File: config.mk
export PLATFORM = sky130hd
export DESIGN_NAME = hiem_host_flat
export DESIGN_NICKNAME = d
export VERILOG_FILES = /design/src/rtl/hiem_pkg.sv /design/src/rtl/hiem_link_if.sv /design/src/rtl/hiem_host.sv /design/src/flat_wrapper.sv
export VERILOG_INCLUDE_DIRS = /design/src /design/src/rtl
export SDC_FILE = /design/constraint.sdc
export NUM_CORES = 1
export LEC_CHECK = 0
export BUFFER_PORTS_ARGS = -buffer_cell sky130_fd_sc_hd__buf_2
export CORE_MARGIN = 2
export CORE_UTILIZATION = 43
export DETAILED_ROUTE_END_ITERATION = 12
export HOLD_SLACK_MARGIN = 0.03
export MAX_ROUTING_LAYER = met4
export PLACE_DENSITY = 0.92
export REMOVE_ABC_BUFFERS = 1
export SETUP_SLACK_MARGIN = 0.5
export SLEW_MARGIN = 20
export SYNTH_ARGS = -nofsm -noshare
export SYNTH_HDL_FRONTEND = slang
export SYNTH_SLANG_ARGS = --single-unit
export TNS_END_PERCENT = 100
File: constraint.sdc
create_clock -name clk_sys_in -period 2.7 [get_ports clk_sys_in]
set_input_delay 0 -clock clk_sys_in [delete_from_list [all_inputs] [get_ports clk_sys_in]]
set_output_delay 0 -clock clk_sys_in [all_outputs]
set_load 0.01 [all_outputs]
File: src/rtl/hiem_defines.svh
// Constants for the interrupt enable, identification and scratch block.
// Assumes inclusion by bare name from the package, the link checker and the bench.
`ifndef HIEM_DEFINES_SVH
`define HIEM_DEFINES_SVH

// ----------------------------------------------------------------------
// Command codes
// ----------------------------------------------------------------------
`define HIEM_CMD_ENABLE_RD 8'h25
`define HIEM_CMD_ENABLE_WR 8'ha5
`define HIEM_CMD_IDENT_RD 8'h27
`define HIEM_CMD_SCRATCH_RD 8'h28
`define HIEM_CMD_SCRATCH_WR 8'ha8
`define HIEM_CMD_BUFSTAT_RD 8'h2c
`define HIEM_CMD_DMACFG_WR 8'ha1
`define HIEM_CMD_ISO_DATA_RD 8'h40
`define HIEM_CMD_ISO_DMA_GO 8'hc0
`define HIEM_CMD_HOST_STATUS 8'hff

// ----------------------------------------------------------------------
// Field layout and reset values
// ----------------------------------------------------------------------
`define HIEM_EVENT_COUNT 10
`define HIEM_ENABLE_MASK 16'h03ff
`define HIEM_ENABLE_RESET 16'h0000
`define HIEM_SCRATCH_RESET 16'h0000
`define HIEM_FRAME_START_BIT 0
// Arbitrary identification value: product byte, revision byte
`define HIEM_IDENT_VALUE 16'h5a01

// ----------------------------------------------------------------------
// Host status fields
// ----------------------------------------------------------------------
`define HIEM_HS_PENDING_BIT 0
`define HIEM_HS_DMACFG_BIT 1
`define HIEM_HS_REFUSED_BIT 2

`endif

File: src/rtl/hiem_pkg.sv
// Types shared by both ends of the enable, identification and scratch link.
// Assumes hiem_defines.svh is on the include path.
`default_nettype none
`include "hiem_defines.svh"

package hiem_pkg;
  typedef logic [7:0] hiem_cmd_t;
  typedef logic [15:0] hiem_word_t;
  typedef logic [`HIEM_EVENT_COUNT-1:0] hiem_events_t;
endpackage

`default_nettype wire

File: src/rtl/hiem_link_if.sv
// Command link between the processor end and the device end.
// Assumes one shared clock; every signal is synchronous to it.
`timescale 1ns/1ps
`default_nettype none

interface hiem_link_if
  import hiem_pkg::*;
(
  input wire logic clk_sys_in,
  input wire logic rst_n_in
);
  logic cmd_valid;
  hiem_cmd_t cmd_code;
  hiem_word_t cmd_wdata;
  hiem_word_t rsp_rdata;
  logic irq;
  logic frame_start;

  modport device_mp (
    input cmd_valid,
    input cmd_code,
    input cmd_wdata,
    output rsp_rdata,
    output irq,
    output frame_start
  );

  modport host_mp (
    output cmd_valid,
    output cmd_code,
    output cmd_wdata,
    input rsp_rdata,
    input irq,
    input frame_start
  );
endinterface

`default_nettype wire

File: src/rtl/hiem_host.sv
// Processor end: turns software strobes into link commands and keeps the
// frame-start and DMA ordering that the device relies on.
// Assumes software strobes are one cycle, never both at once.
//
// Our own choice: the plain strobed port.
`timescale 1ns/1ps
`default_nettype none

module hiem_host
  import hiem_pkg::*;
(
  input wire logic clk_sys_in,
  input wire logic rst_n_in,
  hiem_link_if.host_mp link,
  input wire logic [7:0] addr_in,
  input wire logic [15:0] wr_data_in,
  input wire logic wr_strobe_in,
  input wire logic rd_strobe_in,
  output logic [15:0] rd_data_out,
  output logic irq_out
);

  // --------------------------------------------------------------------
  // Ordering guards
  // --------------------------------------------------------------------
  // An iso data read is refused while a frame start awaits a buffer
  // status read; an iso DMA start is refused until DMA is configured.
  logic pending_reg;
  logic dmacfg_reg;
  logic refused_reg;
  logic frame_start_d_reg;
  logic frame_rise;
  logic blocked;
  logic is_local;
  hiem_word_t rd_data_reg;

  assign frame_rise = link.frame_start && !frame_start_d_reg;
  assign is_local = addr_in == `HIEM_CMD_HOST_STATUS;
  assign blocked = (rd_strobe_in && addr_in == `HIEM_CMD_ISO_DATA_RD && pending_reg)
                || (wr_strobe_in && addr_in == `HIEM_CMD_ISO_DMA_GO && !dmacfg_reg);

  always_ff @(posedge clk_sys_in or negedge rst_n_in)
  begin
    if (!rst_n_in)
      frame_start_d_reg <= 1'b0;
    else
      frame_start_d_reg <= link.frame_start;
  end

  // A frame start in the same cycle as the status read wins
  always_ff @(posedge clk_sys_in or negedge rst_n_in)
  begin
    if (!rst_n_in)
      pending_reg <= 1'b0;
    else if (frame_rise)
      pending_reg <= 1'b1;
    else if (rd_strobe_in && addr_in == `HIEM_CMD_BUFSTAT_RD)
      pending_reg <= 1'b0;
  end

  always_ff @(posedge clk_sys_in or negedge rst_n_in)
  begin
    if (!rst_n_in)
      dmacfg_reg <= 1'b0;
    else if (wr_strobe_in && addr_in == `HIEM_CMD_DMACFG_WR)
      dmacfg_reg <= 1'b1;
  end

  // Sticky; cleared by reading host status, a new refusal wins
  always_ff @(posedge clk_sys_in or negedge rst_n_in)
  begin
    if (!rst_n_in)
      refused_reg <= 1'b0;
    else if (blocked)
      refused_reg <= 1'b1;
    else if (rd_strobe_in && is_local)
      refused_reg <= 1'b0;
  end

  // --------------------------------------------------------------------
  // Link drive and read capture
  // --------------------------------------------------------------------
  assign link.cmd_valid = (wr_strobe_in || rd_strobe_in) && !blocked && !is_local;
  assign link.cmd_code = addr_in;
  assign link.cmd_wdata = wr_data_in;

  always_ff @(posedge clk_sys_in or negedge rst_n_in)
  begin
    if (!rst_n_in)
      rd_data_reg <= 16'h0000;
    else if (rd_strobe_in && is_local)
    begin
      rd_data_reg <= 16'h0000;
      rd_data_reg[`HIEM_HS_PENDING_BIT] <= pending_reg;
      rd_data_reg[`HIEM_HS_DMACFG_BIT] <= dmacfg_reg;
      rd_data_reg[`HIEM_HS_REFUSED_BIT] <= refused_reg;
    end
    else if (rd_strobe_in && !blocked)
      rd_data_reg <= link.rsp_rdata;
    else if (rd_strobe_in)
      rd_data_reg <= 16'h0000;
  end

  assign rd_data_out = rd_data_reg;
  assign irq_out = link.irq;

endmodule

`default_nettype wire

File: src/flat_wrapper.sv
// flat-port wrapper written by rule: the top's interface ports become plain ports
module hiem_host_flat import hiem_pkg::*;
  (clk_sys_in, rst_n_in, addr_in, wr_data_in, wr_strobe_in, rd_strobe_in, rd_data_out, irq_out, link_cmd_valid, link_cmd_code, link_cmd_wdata, link_rsp_rdata, link_irq, link_frame_start);
  hiem_link_if link_i (.clk_sys_in(clk_sys_in), .rst_n_in(rst_n_in));
  input wire logic clk_sys_in;
  input wire logic rst_n_in;
  input wire logic [7:0] addr_in;
  input wire logic [15:0] wr_data_in;
  input wire logic wr_strobe_in;
  input wire logic rd_strobe_in;
  output logic [15:0] rd_data_out;
  output logic irq_out;
  output wire logic [$bits(link_i.cmd_valid)-1:0] link_cmd_valid;
  output wire logic [$bits(link_i.cmd_code)-1:0] link_cmd_code;
  output wire logic [$bits(link_i.cmd_wdata)-1:0] link_cmd_wdata;
  input wire logic [$bits(link_i.rsp_rdata)-1:0] link_rsp_rdata;
  input wire logic [$bits(link_i.irq)-1:0] link_irq;
  input wire logic [$bits(link_i.frame_start)-1:0] link_frame_start;
  assign link_cmd_valid = link_i.cmd_valid;
  assign link_cmd_code = link_i.cmd_code;
  assign link_cmd_wdata = link_i.cmd_wdata;
  assign link_i.rsp_rdata = link_rsp_rdata;
  assign link_i.irq = link_irq;
  assign link_i.frame_start = link_frame_start;
  hiem_host u_core (.clk_sys_in(clk_sys_in), .rst_n_in(rst_n_in), .link(link_i), .addr_in(addr_in), .wr_data_in(wr_data_in), .wr_strobe_in(wr_strobe_in), .rd_strobe_in(rd_strobe_in), .rd_data_out(rd_data_out), .irq_out(irq_out));
endmodule
==> results_dict.tcl, run 1 <==
set metrics [dict create \
    use_met1 0.277 \
    hold_violations 0 \
    dp_hpwl_mm 2.03 \
    globalRouteTotalUtil 0.237 \
    viasPerCell 5.41 \
    synth_seq_area_share 0.421 \
    synthesis.instances 124 \
    worst_setup_path_end_kind "output port" \
    timing.setup.critical_path_class "flop to output port" \
    power.ir.vdd_worst_uv 345 \
    unrepaired_setup_endpoints_after_global_routing "false" \
    worst_ep_arrival_time_ps 1720 \
    die_area_sq_um 3200 \
    cts_buffer_depth 2 \
    synth-seq-cells 20 \
    postPlaceCellArea_sq_um 1280 \
    yosys.cell_types.count 25 \
    power.switching_fraction 0.287 \
    layout.cells.most_common "buf_2" \
    worst_slew_margin_rel 0.531 \
    share_clk_of_total_power 0.248 \
    power.static_leakage_nw 0.797 \
    fmax_ghz 0.580 \
    worst-slew-pin-transition_ps 702 \
    min_period_over_period 0.638 \
    drcViolationCount 0 \
    antenna_violating_nets_remaining 0 \
    hold_buffers 35 \
    grtUsageMet2 0.412 \
    netlist_area_sq_um 1190 \
    largest_register_ffs 16 \
    cts.root.buffer_cell "clkbuf_4" \
    timing.final.crit_period_ps 1720 \
    grt_start_max_net_pins 36 \
    grt_pass1_wl_mm 5.64 \
    clock_insertion_delay_worst_skew_ps 300 \
    vias 1173 \
    route.detailed.wl_per_inst_um 17.0 \
    numClockSinks 20 \
    cap_viol_max_count 0 \
    worstSetupStartpointType "flop" \
    grtUsageMet3 0.0415 \
    stdcell_area_sq_um 1680 \
    std_cell_rows 19 \
    design.portCount 88 \
    grt_antenna_before_repair 0 \
    netSwitchingPower_mw 0.201 \
    path_clk_slew_ps 110 \
    p_comb_frac 0.269 \
    ys.warnings.count 0 \
    power-per-cell-area_nw_per_um2 418 \
    gpl.final_weighted_congestion 0.819 \
    highest_fanout_seen_on_the_critical_path 18 \
    tritoncts.num_buffers 3 \
    num_antenna_cells 0 \
    die_height_um 56.6 \
    vias_in_the_first_global_route 1171 \
    fraction_of_layout_instances_using_a_drive_strength_above_1 0.323 \
    synth.avg_cell_area_sq_um 9.60 \
    final.setup.tns_ps 0 \
    core-area_sq_um 2690 \
    floorplan.initialDensity 0.443 \
    routed_wl_mm 3.69 \
    post-cts-setup-buffers 0 \
    htree_num_levels 1 \
    critical_path_required_ps 2700 \
    die_width_um 56.6 \
    top_usage_layer "met2" \
    area_growth_pct 40.9 \
    detail_route.first_pass.iterations 4 \
    hold_path.class "primary input to flop" \
    fin_worst_skew_ps 1.91 \
    setup_viol 0 \
    fin_nets 233 \
    initialDrtViolationCount 30 \
    gr-total-overflow 0 \
    fillers 221 \
    cts_tree "yes" \
    post_cts_resized 0 \
    run_status "completed" \
    port_buffers 53 \
    drv_slew 0 \
    cellInternalPower_mw 0.500 \
    layout.cells.most_common_list "buf_2, dlygate4sd3_1, dfrtp_1, inv_1, o211ai_1" \
    sequentialPowerShare 0.483 \
]
-- metal layers --
layer / part of all wire / vias up
li1: - / 552
met1: 0.38 / 536
met2: 0.52 / 77
met3: 0.080 / 8
met4: 0.016 / 0
met5: 0 / -
-- cells by family after synthesis --
logic type / share of synthesized area
simple gates: 0.0967
compound gates: 0.246
flops: 0.421
buf+inv: 0.237
-- path summary, 6_finish.rpt --
check                                                     from                                  to  slack (ps)  cells past startpoint
worst min-delay path                                addr_in[2]       u_core.dmacfg_reg$_DFFE_PN0P_          90                      3
worst max register to register  u_core.pending_reg$_DFFE_PN0P_   u_core.rd_data_out[1]$_DFFE_PN0P_        1220                      4
worst min register to register  u_core.refused_reg$_DFFE_PN0P_      u_core.refused_reg$_DFFE_PN0P_         500                      1
min in group asynchronous                             rst_n_in  u_core.rd_data_out[15]$_DFFE_PN0P_         170                      2
worst max-delay path            u_core.pending_reg$_DFFE_PN0P_                      link_cmd_valid         980                      5
max in group asynchronous                             rst_n_in      u_core.pending_reg$_DFFE_PN0P_        2220                      2
-- Yosys cell counts --
| cell | count | share of area |
|---|---|---|
| a22o_1 | 1 | 0.0074 |
| nand3b_1 | 2 | 0.013 |
| inv_1 | 16 | 0.050 |
| o22ai_1 | 14 | 0.074 |
| nor2b_1 | 1 | 0.0053 |
| and4_1 | 1 | 0.0074 |
| and2_1 | 1 | 0.0053 |
| clkbuf_1 | 6 | 0.019 |
| a21o_1 | 1 | 0.0063 |
| buf_6 | 1 | 0.0095 |
| and3_1 | 1 | 0.0053 |
| nor2_1 | 3 | 0.0095 |
| o211ai_1 | 16 | 0.10 |
| dfrtp_1 | 20 | 0.42 |
| buf_4 | 25 | 0.16 |
| nand4_1 | 4 | 0.021 |
| nand3_1 | 2 | 0.0084 |
| a41o_1 | 1 | 0.0084 |
| nand2b_1 | 1 | 0.0053 |
| o221ai_1 | 2 | 0.015 |
| nor4b_1 | 1 | 0.0074 |
| a2111oi_4 | 1 | 0.023 |
| or4_4 | 1 | 0.0095 |
| o21ai_0 | 1 | 0.0042 |
| a41oi_1 | 1 | 0.0074 |
-- power groups by stage --
stage | Sequential (mW) | Combinational (mW) | Clock [mW]
finish | 0.338 | 0.188 | 0.174
detailed placement | 0.343 | 0.134 | 0
global placement | 0.343 | 0.133 | 0
CTS | 0.338 | 0.183 | 0.178
floorplan | 0.354 | 0.0429 | 0
global route | 0.342 | 0.203 | 0.193
-- per-stage QoR --
step	setup slack (ps)	util	hold WS [ps]	std cells	total power, mW
floorplan	1090	-	-296	92	0.397
global placement	1170	0.476	-35.4	177	0.476
detailed placement	1120	0.476	-27.9	177	0.477
CTS	988	0.620	30.6	216	0.698
global route	860	0.624	99.6	217	0.738
finish	977	0.624	94.8	217	0.700
-- critical path, cell delays in order (launching register included) --
cell,delay (ps)
dfrtp_1,420
nand3b_1,130
a2111oi_4,370
buf_4,280
nor2_1,80
buf_2,150
-- cell type report --
| type | instances | area (sq um) | share of cell area |
|---|---|---|---|
| well taps | 31 | 38.8 | 0.0231 |
| multi-input cells | 56 | 408 | 0.243 |
| clock buffers | 4 | 36.3 | 0.0216 |
| flip-flops and latches | 20 | 500 | 0.299 |
| inverters | 16 | 60.1 | 0.0358 |
| repair buffers | 90 | 633 | 0.378 |
No activity file was read; power rests on OpenSTA's default activity.
==> inputs of run 2 (changes only) <==
--- a/config.mk
+++ b/config.mk
@@ -8,11 +8,11 @@
 export LEC_CHECK = 0
 export BUFFER_PORTS_ARGS = -buffer_cell sky130_fd_sc_hd__buf_2
 export CORE_MARGIN = 2
-export CORE_UTILIZATION = 43
+export CORE_UTILIZATION = 40
 export DETAILED_ROUTE_END_ITERATION = 12
 export HOLD_SLACK_MARGIN = 0.03
 export MAX_ROUTING_LAYER = met4
-export PLACE_DENSITY = 0.92
+export PLACE_DENSITY = 0.87
 export REMOVE_ABC_BUFFERS = 1
 export SETUP_SLACK_MARGIN = 0.5
 export SLEW_MARGIN = 20
==> constraint.sdc (replaced) <==
create_clock -name clk_sys_in -period 1.6 [get_ports clk_sys_in]
set_input_delay 0 -clock clk_sys_in [delete_from_list [all_inputs] [get_ports clk_sys_in]]
set_output_delay 0 -clock clk_sys_in [all_outputs]
set_load 0.01 [all_outputs]
==> results_dict.tcl, run 2 (synthesis gave the netlist of run 1 again) <==
set metrics [dict create \
    gpl.final_weighted_congestion 0.798 \
    sequentialPowerShare 0.473 \
    postLayoutCoreUtil 0.640 \
    largest_register_ffs 16 \
    grt_antenna_before_repair 0 \
    hold_violations 0 \
    timing.setup.critical_path_class "flop to output port" \
    floorplan.initialDensity 0.428 \
    hold_path.class "primary input to flop" \
    timing.final.crit_period_ps 1560 \
    power.ir.vdd_worst_uv 464 \
    drcViolationCount 0 \
    stdcell_area_sq_um 1780 \
    area_growth_pct 49.6 \
    cts_buffer_depth 2 \
    drv_slew 0 \
    die_area_sq_um 3430 \
    run_status "completed" \
    num_antenna_cells 0 \
    routed_wl_mm 4.37 \
    worstSetupStartpointType "flop" \
    clock_insertion_delay_worst_skew_ps 300 \
    power-per-cell-area_nw_per_um2 681 \
    worst_ep_arrival_time_ps 1560 \
    initialDrtViolationCount 38 \
    fmax_ghz 0.639 \
    number_of_standard_cells_in_the_layout_taps_in_and_fillers_out 228 \
    fraction_of_layout_instances_using_a_drive_strength_above_1 0.371 \
    cap_viol_max_count 0 \
    setup_viol 0 \
    highest_fanout_seen_on_the_critical_path 3 \
    layout.cells.most_common_list "buf_2, dlygate4sd3_1, dfrtp_1, inv_1, o211ai_1" \
    min_period_over_period 0.978 \
    cellInternalPower_mw 0.854 \
    hold_path_startpoint "addr_in[2]" \
    worst_setup_path_end_kind "output port" \
    globalRouteTotalUtil 0.275 \
    power.static_leakage_nw 0.856 \
    grt_pass1_wl_mm 6.78 \
    antenna_violating_nets_remaining 0 \
    power.switching_fraction 0.296 \
    layout.cells.most_common "buf_2" \
    die_height_um 58.5 \
    die_width_um 58.5 \
    htree_num_levels 1 \
    viasPerCell 5.72 \
    core-area_sq_um 2780 \
    critical_path_required_ps 1600 \
    grt_start_max_net_pins 35 \
    cts_tree "yes" \
    launching_point_of_the_worst_reg2reg_path "u_core.dmacfg_reg$_DFFE_PN0P_" \
    vias_in_the_first_global_route 1344 \
    worst_slew_margin_rel 0.635 \
    netSwitchingPower_mw 0.359 \
    route.detailed.wl_per_inst_um 19.2 \
    cts.root.buffer_cell "clkbuf_4" \
    postPlaceCellArea_sq_um 1330 \
    crit_path_start "u_core.dmacfg_reg$_DFFE_PN0P_" \
    port_buffers 53 \
    tritoncts.num_buffers 3 \
    vias 1304 \
    gr-total-overflow 0 \
    fin_worst_skew_ps 12.2 \
    p_comb_frac 0.280 \
    placed_cells 183 \
    design.portCount 88 \
    numClockSinks 20 \
    fin_nets 244 \
    path_clk_slew_ps 110 \
    worst-slew-pin-transition_ps 540 \
    share_clk_of_total_power 0.246 \
    unrepaired_setup_endpoints_after_global_routing "true" \
    std_cell_rows 19 \
    detail_route.first_pass.iterations 4 \
]
-- run 2: repair_timing --
action | in CTS | in global routing
gates resized for setup | 1 | 5
hold buffers | 36 | 0
setup buffers | 4 | 1
endpoints found under the setup margin | 18 | 18
endpoints found under the hold margin | 56 | 0
-- run 2: area by class of cell --
| cell class | count | area (sq um) |
|---|---|---|
| Fill cell | 210 | 1000 |
| Timing Repair Buffer | 101 | 727 |
| Sequential cell | 20 | 500 |
| Multi-Input combinational cell | 56 | 418 |
| Inverter | 16 | 60.1 |
| Tap cell | 31 | 38.8 |
| Clock buffer | 4 | 36.3 |
-- run 2: metal layers --
| metal | global-route usage | share of wire | wire, um |
|---|---|---|---|
| met2 | 0.437 | 0.49 | 2150 |
| met3 | 0.0659 | 0.088 | 384 |
| met4 | 0.133 | 0.035 | 153 |
| met1 | 0.328 | 0.39 | 1690 |
| met5 | - | 0 | 0 |
-- run 2: through the flow --
stage / setup WS [ps] / total power [mW] / hold slack, ps / setup TNS [ps]
floorplan: -11.0 / 0.670 / -296 / -22.0
global placement: 96.0 / 0.808 / -41.1 / 0
detailed placement: 51.2 / 0.815 / -31.3 / 0
CTS: 58.4 / 1.19 / 94.4 / 0
global route: -27.0 / 1.27 / 127 / -27.0
finish: 35.9 / 1.21 / 104 / 0
-- run 2: worst max-delay path, stage by stage, from the launching register on --
cell and delay [ps]:
dfrtp_1 400, nand3b_1 210, a2111oi_4 340, buf_6 150, nor2_1 40, buf_2 130
-- run 2: final timing paths --
| kind | end | slack [ps] | cells past startpoint |
|---|---|---|---|
| max | link_cmd_valid | 40 | 5 |
| min | u_core.dmacfg_reg$_DFFE_PN0P_ | 100 | 3 |
| max reg2reg | u_core.rd_data_out[15]$_DFFE_PN0P_ | 60 | 6 |
| min reg2reg | u_core.rd_data_out[8]$_DFFE_PN0P_ | 530 | 2 |
| max in group asynchronous | u_core.rd_data_out[5]$_DFFE_PN0P_ | 1110 | 2 |
| min in group asynchronous | u_core.rd_data_out[9]$_DFFE_PN0P_ | 170 | 2 |
-- run 2: power by group through the flow --
stage | Clock, mW | Sequential [mW] | Combinational (mW)
finish | 0.299 | 0.574 | 0.340
global route | 0.319 | 0.579 | 0.368
CTS | 0.291 | 0.571 | 0.324
detailed placement | 0 | 0.581 | 0.235
global placement | 0 | 0.580 | 0.229
floorplan | 0 | 0.598 | 0.0724
